$ cat src/logic/glue_pkg.sv
// glue_pkg: shared constants and carrier types for the processor/cache glue
// assumes: one 10 MHz device clock, all straps sampled by the cache units themselves
package glue_pkg;

  // ==========================================================================
  // bus widths
  localparam int unsigned WORD_ADDR_W = 30;
  localparam int unsigned DATA_W = 32;
  localparam int unsigned LANES = 4;
  localparam int unsigned STATUS_W = 4;
  localparam int unsigned DEVICES = 3;
  localparam int unsigned SYNC_STAGES = 2;

  // ==========================================================================
  // reply encoding on the two reply lines: 2'b11 is fault (pulled-high default)
  localparam logic [1:0] REPLY_FAULT = 2'h3;
  localparam logic [1:0] REPLY_WAIT = 2'h0;
  localparam logic [1:0] REPLY_SUCCESS = 2'h1;

  // ==========================================================================
  // identification base straps: {local_status, tag_monitor_bit0, trace_pins}
  localparam logic [6:0] ID_STRAP_INSN = 7'h0E;
  localparam logic [6:0] ID_STRAP_DATA = 7'h0F;
  localparam logic [31:0] ID_BASE_INSN = 32'hFFF7E000;
  localparam logic [31:0] ID_BASE_DATA = 32'hFFF7F000;

  // ==========================================================================
  // reset sequencing, in device clock cycles after synchronisation
  localparam logic [3:0] PLL_LEAD_CYCLES = 4'h8;
  localparam logic [3:0] STRAP_HOLD_CYCLES = 4'hF;

  // ==========================================================================
  // carriers
  typedef struct packed {
    logic [LANES-1:0] byte_lane_enables;
    logic rd_wr;
    logic lock_n;
    logic cache_select_n;
  } cache_pbus_ctrl_type;

  typedef struct packed {
    logic [STATUS_W-1:0] local_status;
    logic tag_monitor_bit0;
    logic [1:0] trace_pins;
  } id_strap_type;

  typedef enum logic [1:0] {
    ARB_IDLE = 2'b00,
    ARB_INSN = 2'b01,
    ARB_DATA = 2'b10
  } arb_state_type;

endpackage

$ cat src/logic/sync_two_stage.sv
// sync_two_stage: two flip-flop synchroniser for one asynchronous level
// assumes: clk_i is the shared device clock; rst_n_i is asynchronous
`timescale 1ns/1ps
module sync_two_stage #(
  parameter logic RESET_VALUE = 1'b0
) (
  // clock and reset
  input wire logic clk_i,
  input wire logic rst_n_i,
  // level
  input wire logic async_i,
  output logic sync_o
);

  logic meta_q;
  logic sync_q;

  // both stages on the same rising edge; the first feeds only the second
  always_ff @(posedge clk_i or negedge rst_n_i) begin
    if (!rst_n_i) begin
      meta_q <= RESET_VALUE;
      sync_q <= RESET_VALUE;
    end else begin
      meta_q <= async_i;
      sync_q <= meta_q;
    end
  end

  assign sync_o = sync_q;

endmodule

$ cat src/logic/cpu_cache_system_glue.sv
// cpu_cache_system_glue: reset/pll generator, memory-bus arbiter, strap and reply glue
// assumes: comparator outputs arrive asynchronous; cache units drive requests on ref_clk_i
`timescale 1ns/1ps
module cpu_cache_system_glue (
  // clock and reset
  input wire logic ref_clk_i,
  input wire logic arst_n_i,
  // comparator levels, asynchronous
  input wire logic reset_ramp_ok_i,
  input wire logic pll_ramp_ok_i,
  // processor control toward the cache units
  input wire logic code_fetch_strobe_i,
  input wire logic [glue_pkg::LANES-1:0] byte_lane_enables_i,
  input wire logic data_rd_wr_i,
  input wire logic data_lock_n_i,
  input wire logic [glue_pkg::WORD_ADDR_W-1:0] data_word_addr_i,
  // reply lines from the cache units, with their enables
  input wire logic [1:0] data_reply_in_i,
  input wire logic data_reply_oe_i,
  input wire logic [1:0] code_reply_in_i,
  input wire logic code_reply_oe_i,
  // local status of each cache unit, active high
  input wire logic [glue_pkg::STATUS_W-1:0] insn_local_status_i,
  input wire logic [glue_pkg::STATUS_W-1:0] data_local_status_i,
  // memory-bus arbitration
  input wire logic insn_arb_request_i,
  input wire logic data_arb_request_i,
  input wire logic insn_bus_ack_i,
  input wire logic data_bus_ack_i,
  // reset and pll enable per device
  output logic [glue_pkg::DEVICES-1:0] rst_n_o,
  output logic [glue_pkg::DEVICES-1:0] pll_enable_out_o,
  // processor-bus qualification toward cache units
  output glue_pkg::cache_pbus_ctrl_type insn_pbus_ctrl_o,
  output glue_pkg::cache_pbus_ctrl_type data_pbus_ctrl_o,
  output logic [glue_pkg::WORD_ADDR_W-1:0] data_word_addr_o,
  // replies toward processor
  output logic data_reply_bit0_o,
  output logic data_reply_bit1_o,
  output logic code_reply_bit0_o,
  output logic code_reply_bit1_o,
  // identification straps
  output glue_pkg::id_strap_type insn_strap_o,
  output glue_pkg::id_strap_type data_strap_o,
  output logic strap_oe_o,
  // memory-bus arbitration results
  output logic insn_arb_grant_o,
  output logic data_arb_grant_o,
  output logic arbitration_busy_n_o,
  output logic bus_busy_n_o,
  output logic [glue_pkg::STATUS_W-1:0] system_status_n_o
);

  // ==========================================================================
  // reset release of the glue itself
  logic rst_meta_q;
  logic rst_n;

  always_ff @(posedge ref_clk_i or negedge arst_n_i) begin
    if (!arst_n_i) begin
      rst_meta_q <= 1'b0;
      rst_n <= 1'b0;
    end else begin
      rst_meta_q <= 1'b1;
      rst_n <= rst_meta_q;
    end
  end

  // ==========================================================================
  // comparator synchronisers
  logic reset_ok_s;
  logic pll_ok_s;

  sync_two_stage #(.RESET_VALUE(1'b0)) u_sync_reset (
    .clk_i(ref_clk_i),
    .rst_n_i(rst_n),
    .async_i(reset_ramp_ok_i),
    .sync_o(reset_ok_s)
  );

  sync_two_stage #(.RESET_VALUE(1'b0)) u_sync_pll (
    .clk_i(ref_clk_i),
    .rst_n_i(rst_n),
    .async_i(pll_ramp_ok_i),
    .sync_o(pll_ok_s)
  );

  // ==========================================================================
  // reset/pll sequencer
  // pll must be stable before any device leaves reset, so the lead is
  // enforced here even if the reset comparator trips first
  logic pll_en_q, pll_en_d;
  logic dev_rst_n_q, dev_rst_n_d;
  logic [3:0] lead_q, lead_d;
  logic [3:0] strap_q, strap_d;

  always_comb begin
    pll_en_d = pll_ok_s;
    lead_d = lead_q;
    dev_rst_n_d = dev_rst_n_q;
    strap_d = strap_q;
    if (!pll_en_q) begin
      lead_d = 4'h0;
    end else if (lead_q != glue_pkg::PLL_LEAD_CYCLES) begin
      lead_d = lead_q + 4'h1;
    end
    if (!(reset_ok_s && pll_en_q)) begin
      dev_rst_n_d = 1'b0;
    end else if (lead_q == glue_pkg::PLL_LEAD_CYCLES) begin
      dev_rst_n_d = 1'b1;
    end
    if (!dev_rst_n_q) begin
      strap_d = 4'h0;
    end else if (strap_q != glue_pkg::STRAP_HOLD_CYCLES) begin
      strap_d = strap_q + 4'h1;
    end
  end

  always_ff @(posedge ref_clk_i or negedge rst_n) begin
    if (!rst_n) begin
      pll_en_q <= 1'b0;
      lead_q <= 4'h0;
      dev_rst_n_q <= 1'b0;
      strap_q <= 4'h0;
    end else begin
      pll_en_q <= pll_en_d;
      lead_q <= lead_d;
      dev_rst_n_q <= dev_rst_n_d;
      strap_q <= strap_d;
    end
  end

  // one register fans out to three pins: identical release edge
  assign rst_n_o = {glue_pkg::DEVICES{dev_rst_n_q}};
  assign pll_enable_out_o = {glue_pkg::DEVICES{pll_en_q}};

  // ==========================================================================
  // straps: driven from reset through the hold window, then released
  logic strap_oe_q, strap_oe_d;

  always_comb begin
    strap_oe_d = !dev_rst_n_q || (strap_q != glue_pkg::STRAP_HOLD_CYCLES);
  end

  always_ff @(posedge ref_clk_i or negedge rst_n) begin
    if (!rst_n) begin
      strap_oe_q <= 1'b1;
    end else begin
      strap_oe_q <= strap_oe_d;
    end
  end

  assign strap_oe_o = strap_oe_q;
  assign insn_strap_o = glue_pkg::ID_STRAP_INSN;
  assign data_strap_o = glue_pkg::ID_STRAP_DATA;

  // ==========================================================================
  // processor-bus qualification, registered (one cycle of latency)
  glue_pkg::cache_pbus_ctrl_type insn_ctrl_q, insn_ctrl_d;
  glue_pkg::cache_pbus_ctrl_type data_ctrl_q, data_ctrl_d;
  logic [glue_pkg::WORD_ADDR_W-1:0] addr_q, addr_d;
  logic [3:0] reply_q, reply_d;

  always_comb begin
    insn_ctrl_d.byte_lane_enables = {glue_pkg::LANES{code_fetch_strobe_i}};
    insn_ctrl_d.rd_wr = 1'b1;
    insn_ctrl_d.lock_n = 1'b1;
    insn_ctrl_d.cache_select_n = 1'b0;
    data_ctrl_d.byte_lane_enables = byte_lane_enables_i;
    data_ctrl_d.rd_wr = data_rd_wr_i;
    data_ctrl_d.lock_n = data_lock_n_i;
    data_ctrl_d.cache_select_n = 1'b0;
    addr_d = data_word_addr_i;
    // undriven reply lines read as fault; wait and success pass untouched
    reply_d[1:0] = data_reply_oe_i ? data_reply_in_i : glue_pkg::REPLY_FAULT;
    reply_d[3:2] = code_reply_oe_i ? code_reply_in_i : glue_pkg::REPLY_FAULT;
  end

  always_ff @(posedge ref_clk_i or negedge rst_n) begin
    if (!rst_n) begin
      insn_ctrl_q <= '{byte_lane_enables: 4'h0, rd_wr: 1'b1, lock_n: 1'b1, cache_select_n: 1'b0};
      data_ctrl_q <= '{byte_lane_enables: 4'h0, rd_wr: 1'b1, lock_n: 1'b1, cache_select_n: 1'b0};
      addr_q <= '0;
      reply_q <= 4'hF;
    end else begin
      insn_ctrl_q <= insn_ctrl_d;
      data_ctrl_q <= data_ctrl_d;
      addr_q <= addr_d;
      reply_q <= reply_d;
    end
  end

  assign insn_pbus_ctrl_o = insn_ctrl_q;
  assign data_pbus_ctrl_o = data_ctrl_q;
  assign data_word_addr_o = addr_q;
  assign data_reply_bit0_o = reply_q[0];
  assign data_reply_bit1_o = reply_q[1];
  assign code_reply_bit0_o = reply_q[2];
  assign code_reply_bit1_o = reply_q[3];

  // ==========================================================================
  // memory-bus arbiter and system status
  // grants and busy are decoded before the flops so no decode glitch reaches a pin
  glue_pkg::arb_state_type arb_d;
  logic insn_grant_q, insn_grant_d;
  logic data_grant_q, data_grant_d;
  logic ab_n_q, ab_n_d;
  logic bb_n_q, bb_n_d;
  logic [glue_pkg::STATUS_W-1:0] ss_n_q, ss_n_d;

  always_comb begin
    arb_d = glue_pkg::ARB_IDLE;
    if (insn_arb_request_i) begin
      arb_d = glue_pkg::ARB_INSN;
    end else if (data_arb_request_i) begin
      arb_d = glue_pkg::ARB_DATA;
    end
    unique case (arb_d)
      glue_pkg::ARB_INSN: begin
        insn_grant_d = 1'b1;
        data_grant_d = 1'b0;
      end
      glue_pkg::ARB_DATA: begin
        insn_grant_d = 1'b0;
        data_grant_d = 1'b1;
      end
      default: begin
        insn_grant_d = 1'b0;
        data_grant_d = 1'b0;
      end
    endcase
    ab_n_d = (arb_d == glue_pkg::ARB_IDLE);
    bb_n_d = !(insn_bus_ack_i || data_bus_ack_i);
    ss_n_d = ~(insn_local_status_i | data_local_status_i);
  end

  always_ff @(posedge ref_clk_i or negedge rst_n) begin
    if (!rst_n) begin
      insn_grant_q <= 1'b0;
      data_grant_q <= 1'b0;
      ab_n_q <= 1'b1;
      bb_n_q <= 1'b1;
      ss_n_q <= 4'hF;
    end else begin
      insn_grant_q <= insn_grant_d;
      data_grant_q <= data_grant_d;
      ab_n_q <= ab_n_d;
      bb_n_q <= bb_n_d;
      ss_n_q <= ss_n_d;
    end
  end

  assign insn_arb_grant_o = insn_grant_q;
  assign data_arb_grant_o = data_grant_q;
  assign arbitration_busy_n_o = ab_n_q;
  assign bus_busy_n_o = bb_n_q;
  assign system_status_n_o = ss_n_q;

endmodule

$ cat config.mk
export PLATFORM = sky130hd
export DESIGN_NAME = cpu_cache_system_glue
export DESIGN_NICKNAME = d
export VERILOG_FILES = /design/src/logic/glue_pkg.sv /design/src/logic/sync_two_stage.sv /design/src/logic/cpu_cache_system_glue.sv
export SDC_FILE = /design/constraint.sdc
export NUM_CORES = 1
export LEC_CHECK = 0
export BUFFER_PORTS_ARGS = -buffer_cell sky130_fd_sc_hd__buf_2
export CELL_PAD_IN_SITES_DETAIL_PLACEMENT = 1
export CELL_PAD_IN_SITES_GLOBAL_PLACEMENT = 1
export CORE_MARGIN = 10
export CORE_UTILIZATION = 31
export DETAILED_ROUTE_END_ITERATION = 16
export GPL_TIMING_DRIVEN = 0
export PLACE_DENSITY_LB_ADDON = 0.1
export SETUP_SLACK_MARGIN = 0.4
export SYNTH_ARGS = -nofsm -noshare
export SYNTH_HDL_FRONTEND = slang
export SYNTH_HIERARCHICAL = 1
export SYNTH_SLANG_ARGS = --single-unit
$ cat constraint.sdc
create_clock -name ref_clk_i -period 2.7 [get_ports ref_clk_i]
set_input_delay 0.135 -clock ref_clk_i [delete_from_list [all_inputs] [get_ports ref_clk_i]]
set_output_delay 0.135 -clock ref_clk_i [all_outputs]
set_load 0.01 [all_outputs]
==> results.md <==
- I/O pin total: 136
- Die area: 10700 sq um
- Gr ovfl total: 0
- Clock Path Buffers: 2
- Routed length per instance: 16.7 microns
- WP data required: 2.97 ns
- Worst setup EP type: flip-flop
- CTS tree: yes
- Area contributors post-synth: dfrtp_1 (61%), dfstp_2 (16%), buf_4 (9.4%)
- Total leakage power: 1.91 nW
- Reg clk slew, reported paths: 0.08 ns
- Top-area cell type share of the netlist area: 61.5%
- CTS resizes: 0
- Share of total power in the clock network: 41.3%
- Mean Syn Cell Area: 15.3 sq um
- Final cell count without fillers: 447
- Core box area: 6790 sq um
- Synth top cells by count: dfrtp_1 (53), buf_4 (27), dfstp_2 (13)
- Hold WS: 0.127 ns
- Yosys reg bits: 66
- Tightest Pin Transition: 0.815 ns
- Rows: 30
- Final critical delay including setup and external delays: 1.23 ns
- Fillers: 754
- Clock sinks: 66
- Area of the mapped netlist: 2160 sq um
- Starting Density: 31.7%
- Sw Share: 21.8%
- RSZ-0062 raised after global routing: no
- Status: finished, final reports clean
- Tcrit/Tclk final: 45.6%
- Placed Instances: 371
- Port buffer count: 117
- Placed Area: 2930 sq um
- Pint: 0.00176 W
- Max IR drop VDD: 319 uV
- Top-count cell post-synth: dfrtp_1
- DRC: 0
- Vias: 1756
- Pins over their slew limit: 0
- Layout cells sized above 1: 49.1%
- R2R depth: 5
- Initial DRC Count: 32
- ANT nets after route: 0
- Worst-skew pair later-pin latency: 0.33 ns
- Flop pwr share: 47.8%
- FF-to-FF End: lead_q[0]$_DFFE_PN0P_
- Via/cell ratio: 3.93
- Hold buffers post-CTS: 59
- Top Layer Used: met4
- Largest net degree at the start of global routing: 65
- Number of H-tree levels: 3
- Met1 WL: 2340 microns
- P_sw: 0.000492 W
- Number of synthesized flops with an enable pin: 0
- Max-Cap Viols: 0
- Worst r2r src: lead_q[0]$_DFFE_PN0P_
- Comb power frac: 11.0%
- Sequential area share after synthesis: 77.3%
- Total power: 0.00225 W
- Post-Route WL: 7450 microns
- Setup TNS: 0 ns
- DP HPWL: 4580 microns
- Critical Path AT: 1.50 ns
- Kind of critical path: in2reg
- Cts bufs inserted: 9
- Root Driver: clkbuf_8
- Peak Freq: 0.812 GHz
- Gr usage total: 14.5%
- Vias in the first global route: 2114
- Design area: 3750 sq um
- Area leader, netlist: dfrtp_1
- Async S/R FF share, synth: 100%
- Initial antenna violation count: 1
- Final nets: 407
- Die Width: 103 microns
- Final Hold Viols: 0
- Startpoint type of the worst setup path: primary input
- Post-Syn Instances: 141
- Metal2 WL: 3920 microns
- Final setup vio count: 0
- Area grow syn2layout: 73.7%
- Die Y: 103 microns
- Yosys warnings: 6
- WL met3: 923 microns
- First-pass GRT wire length: 11300 microns
- Synth Flop Type: dfrtp_1
- Gpl congestion: 0.732
- Clock skew: 0.0144 ns
- Synth cell types: 23
- Drt pass-1 iters: 4
- Slew headroom: 45.7%
- Crit path max fanout: 1
- Cell Pwr Density: 601 nW/um^2
- Worst Hold Class: in2async
- Setup Fix Bufs, Post-CTS: 0
- Reg2reg setup slack: 1.50 ns
power groups by stage:
stage          clock network (W)  registers (W)   logic, W
6_report                0.000929        0.00108   0.000247
5_1_grt                  0.00100        0.00109   0.000270
4_1_cts                 0.000939        0.00108   0.000240
3_5_place_dp                   0        0.00109   0.000173
3_3_place_gp                   0        0.00109   0.000170
2_1_floorplan                  0        0.00111  0.0000564
state kept, by name (all words and copies together), names as in the netlist:
register	count
system_status_n_o	4
rst_meta_q	1
arbitration_busy_n_o	1
data_word_addr_o	30
insn_arb_grant_o	1
data_arb_grant_o	1
u_sync_pll/sync_o	1
insn_pbus_ctrl_o	1
u_sync_reset/meta_q	1
pll_en_q	1
data_pbus_ctrl_o	6
dev_rst_n_q	1
u_sync_pll/meta_q	1
u_sync_reset/sync_o	1
lead_q	4
strap_oe_o	1
reply_q	4
strap_q	4
rst_n	1
bus_busy_n_o	1
stage by stage:
step           setup slack [ns]  util [%]
6_report                   1.47      55.1
5_1_grt                    1.39      55.1
4_1_cts                    1.45      55.1
3_5_place_dp               1.49      43.1
3_3_place_gp            -0.0761      43.1
2_1_floorplan             0.749         -
cells in the final DEF, fill, tap and decap left out, types with 2 or more instances in the layout:
cell type / synthesis / final
and2_1: 2 / 2
buf_2: 0 / 117
buf_4: 27 / 27
bufinv_16: 0 / 2
clkbuf_1: 1 / 4
clkbuf_8: 0 / 11
conb_1: 2 / 19
dfrtp_1: 53 / 52
dfstp_2: 13 / 13
dlygate4sd3_1: 0 / 59
ha_1: 3 / 3
inv_1: 4 / 4
nand2_1: 4 / 4
nand2b_1: 5 / 5
nand3_1: 5 / 5
nor2_1: 7 / 7
o21ai_0: 3 / 3
xnor2_1: 3 / 3
kinds of logic after synthesis:
family,after synthesis,share of synthesized area (%)
AND/OR/NAND/NOR,28,7.19
buffers and inverters,32,10.3
other,2,0.348
XOR/XNOR,3,1.22
adder cells (fa/ha/maj),3,1.74
AO/OA/AOI/OAI,7,1.91
flip-flops,66,77.3
layout make-up:
class	instances	area, sq um	share of cell area (%)
inverter	4	15.0	0.401
clock inverter	2	60.1	1.60
buffer	28	206	5.51
timing repair buffer	176	1180	31.4
multi-input combinational	60	332	8.85
clock buffer	14	163	4.34
tap	96	120	3.21
antenna	1	2.50	0.0668
sequential	66	1670	44.6
worst max-delay path, stage by stage:
cell           delay, ns
dlygate4sd3_1       0.54
buf_2               0.12
nor2_1              0.12
dlygate4sd3_1       0.58
worst max-delay path by stage:
stage / start / slack, ns / cells after the start / to
floorplan: rst_n$_DFF_PN0_ / 0.75 / 0 / data_arb_grant_o$_DFF_PN0_
global placement: rst_n$_DFF_PN0_ / -0.08 / 0 / data_word_addr_o[22]$_DFF_PN0_
detailed placement: lead_q[0]$_DFFE_PN0P_ / 1.49 / 5 / lead_q[0]$_DFFE_PN0P_
CTS: pll_en_q$_DFF_PN0_ / 1.45 / 2 / pll_enable_out_o[2]
global route: lead_q[0]$_DFFE_PN0P_ / 1.39 / 5 / lead_q[0]$_DFFE_PN0P_
finish: data_bus_ack_i / 1.47 / 4 / bus_busy_n_o$_DFF_PN1_
per-layer routing:
layer / up-vias / GRT usage [%]
li1: 805 / -
met1: 829 / 13.0
met2: 104 / 25.4
met3: 18 / 8.37
met4: 0 / 7.17
met5: - / 0
No activity file was read; power rests on OpenSTA's default activity.
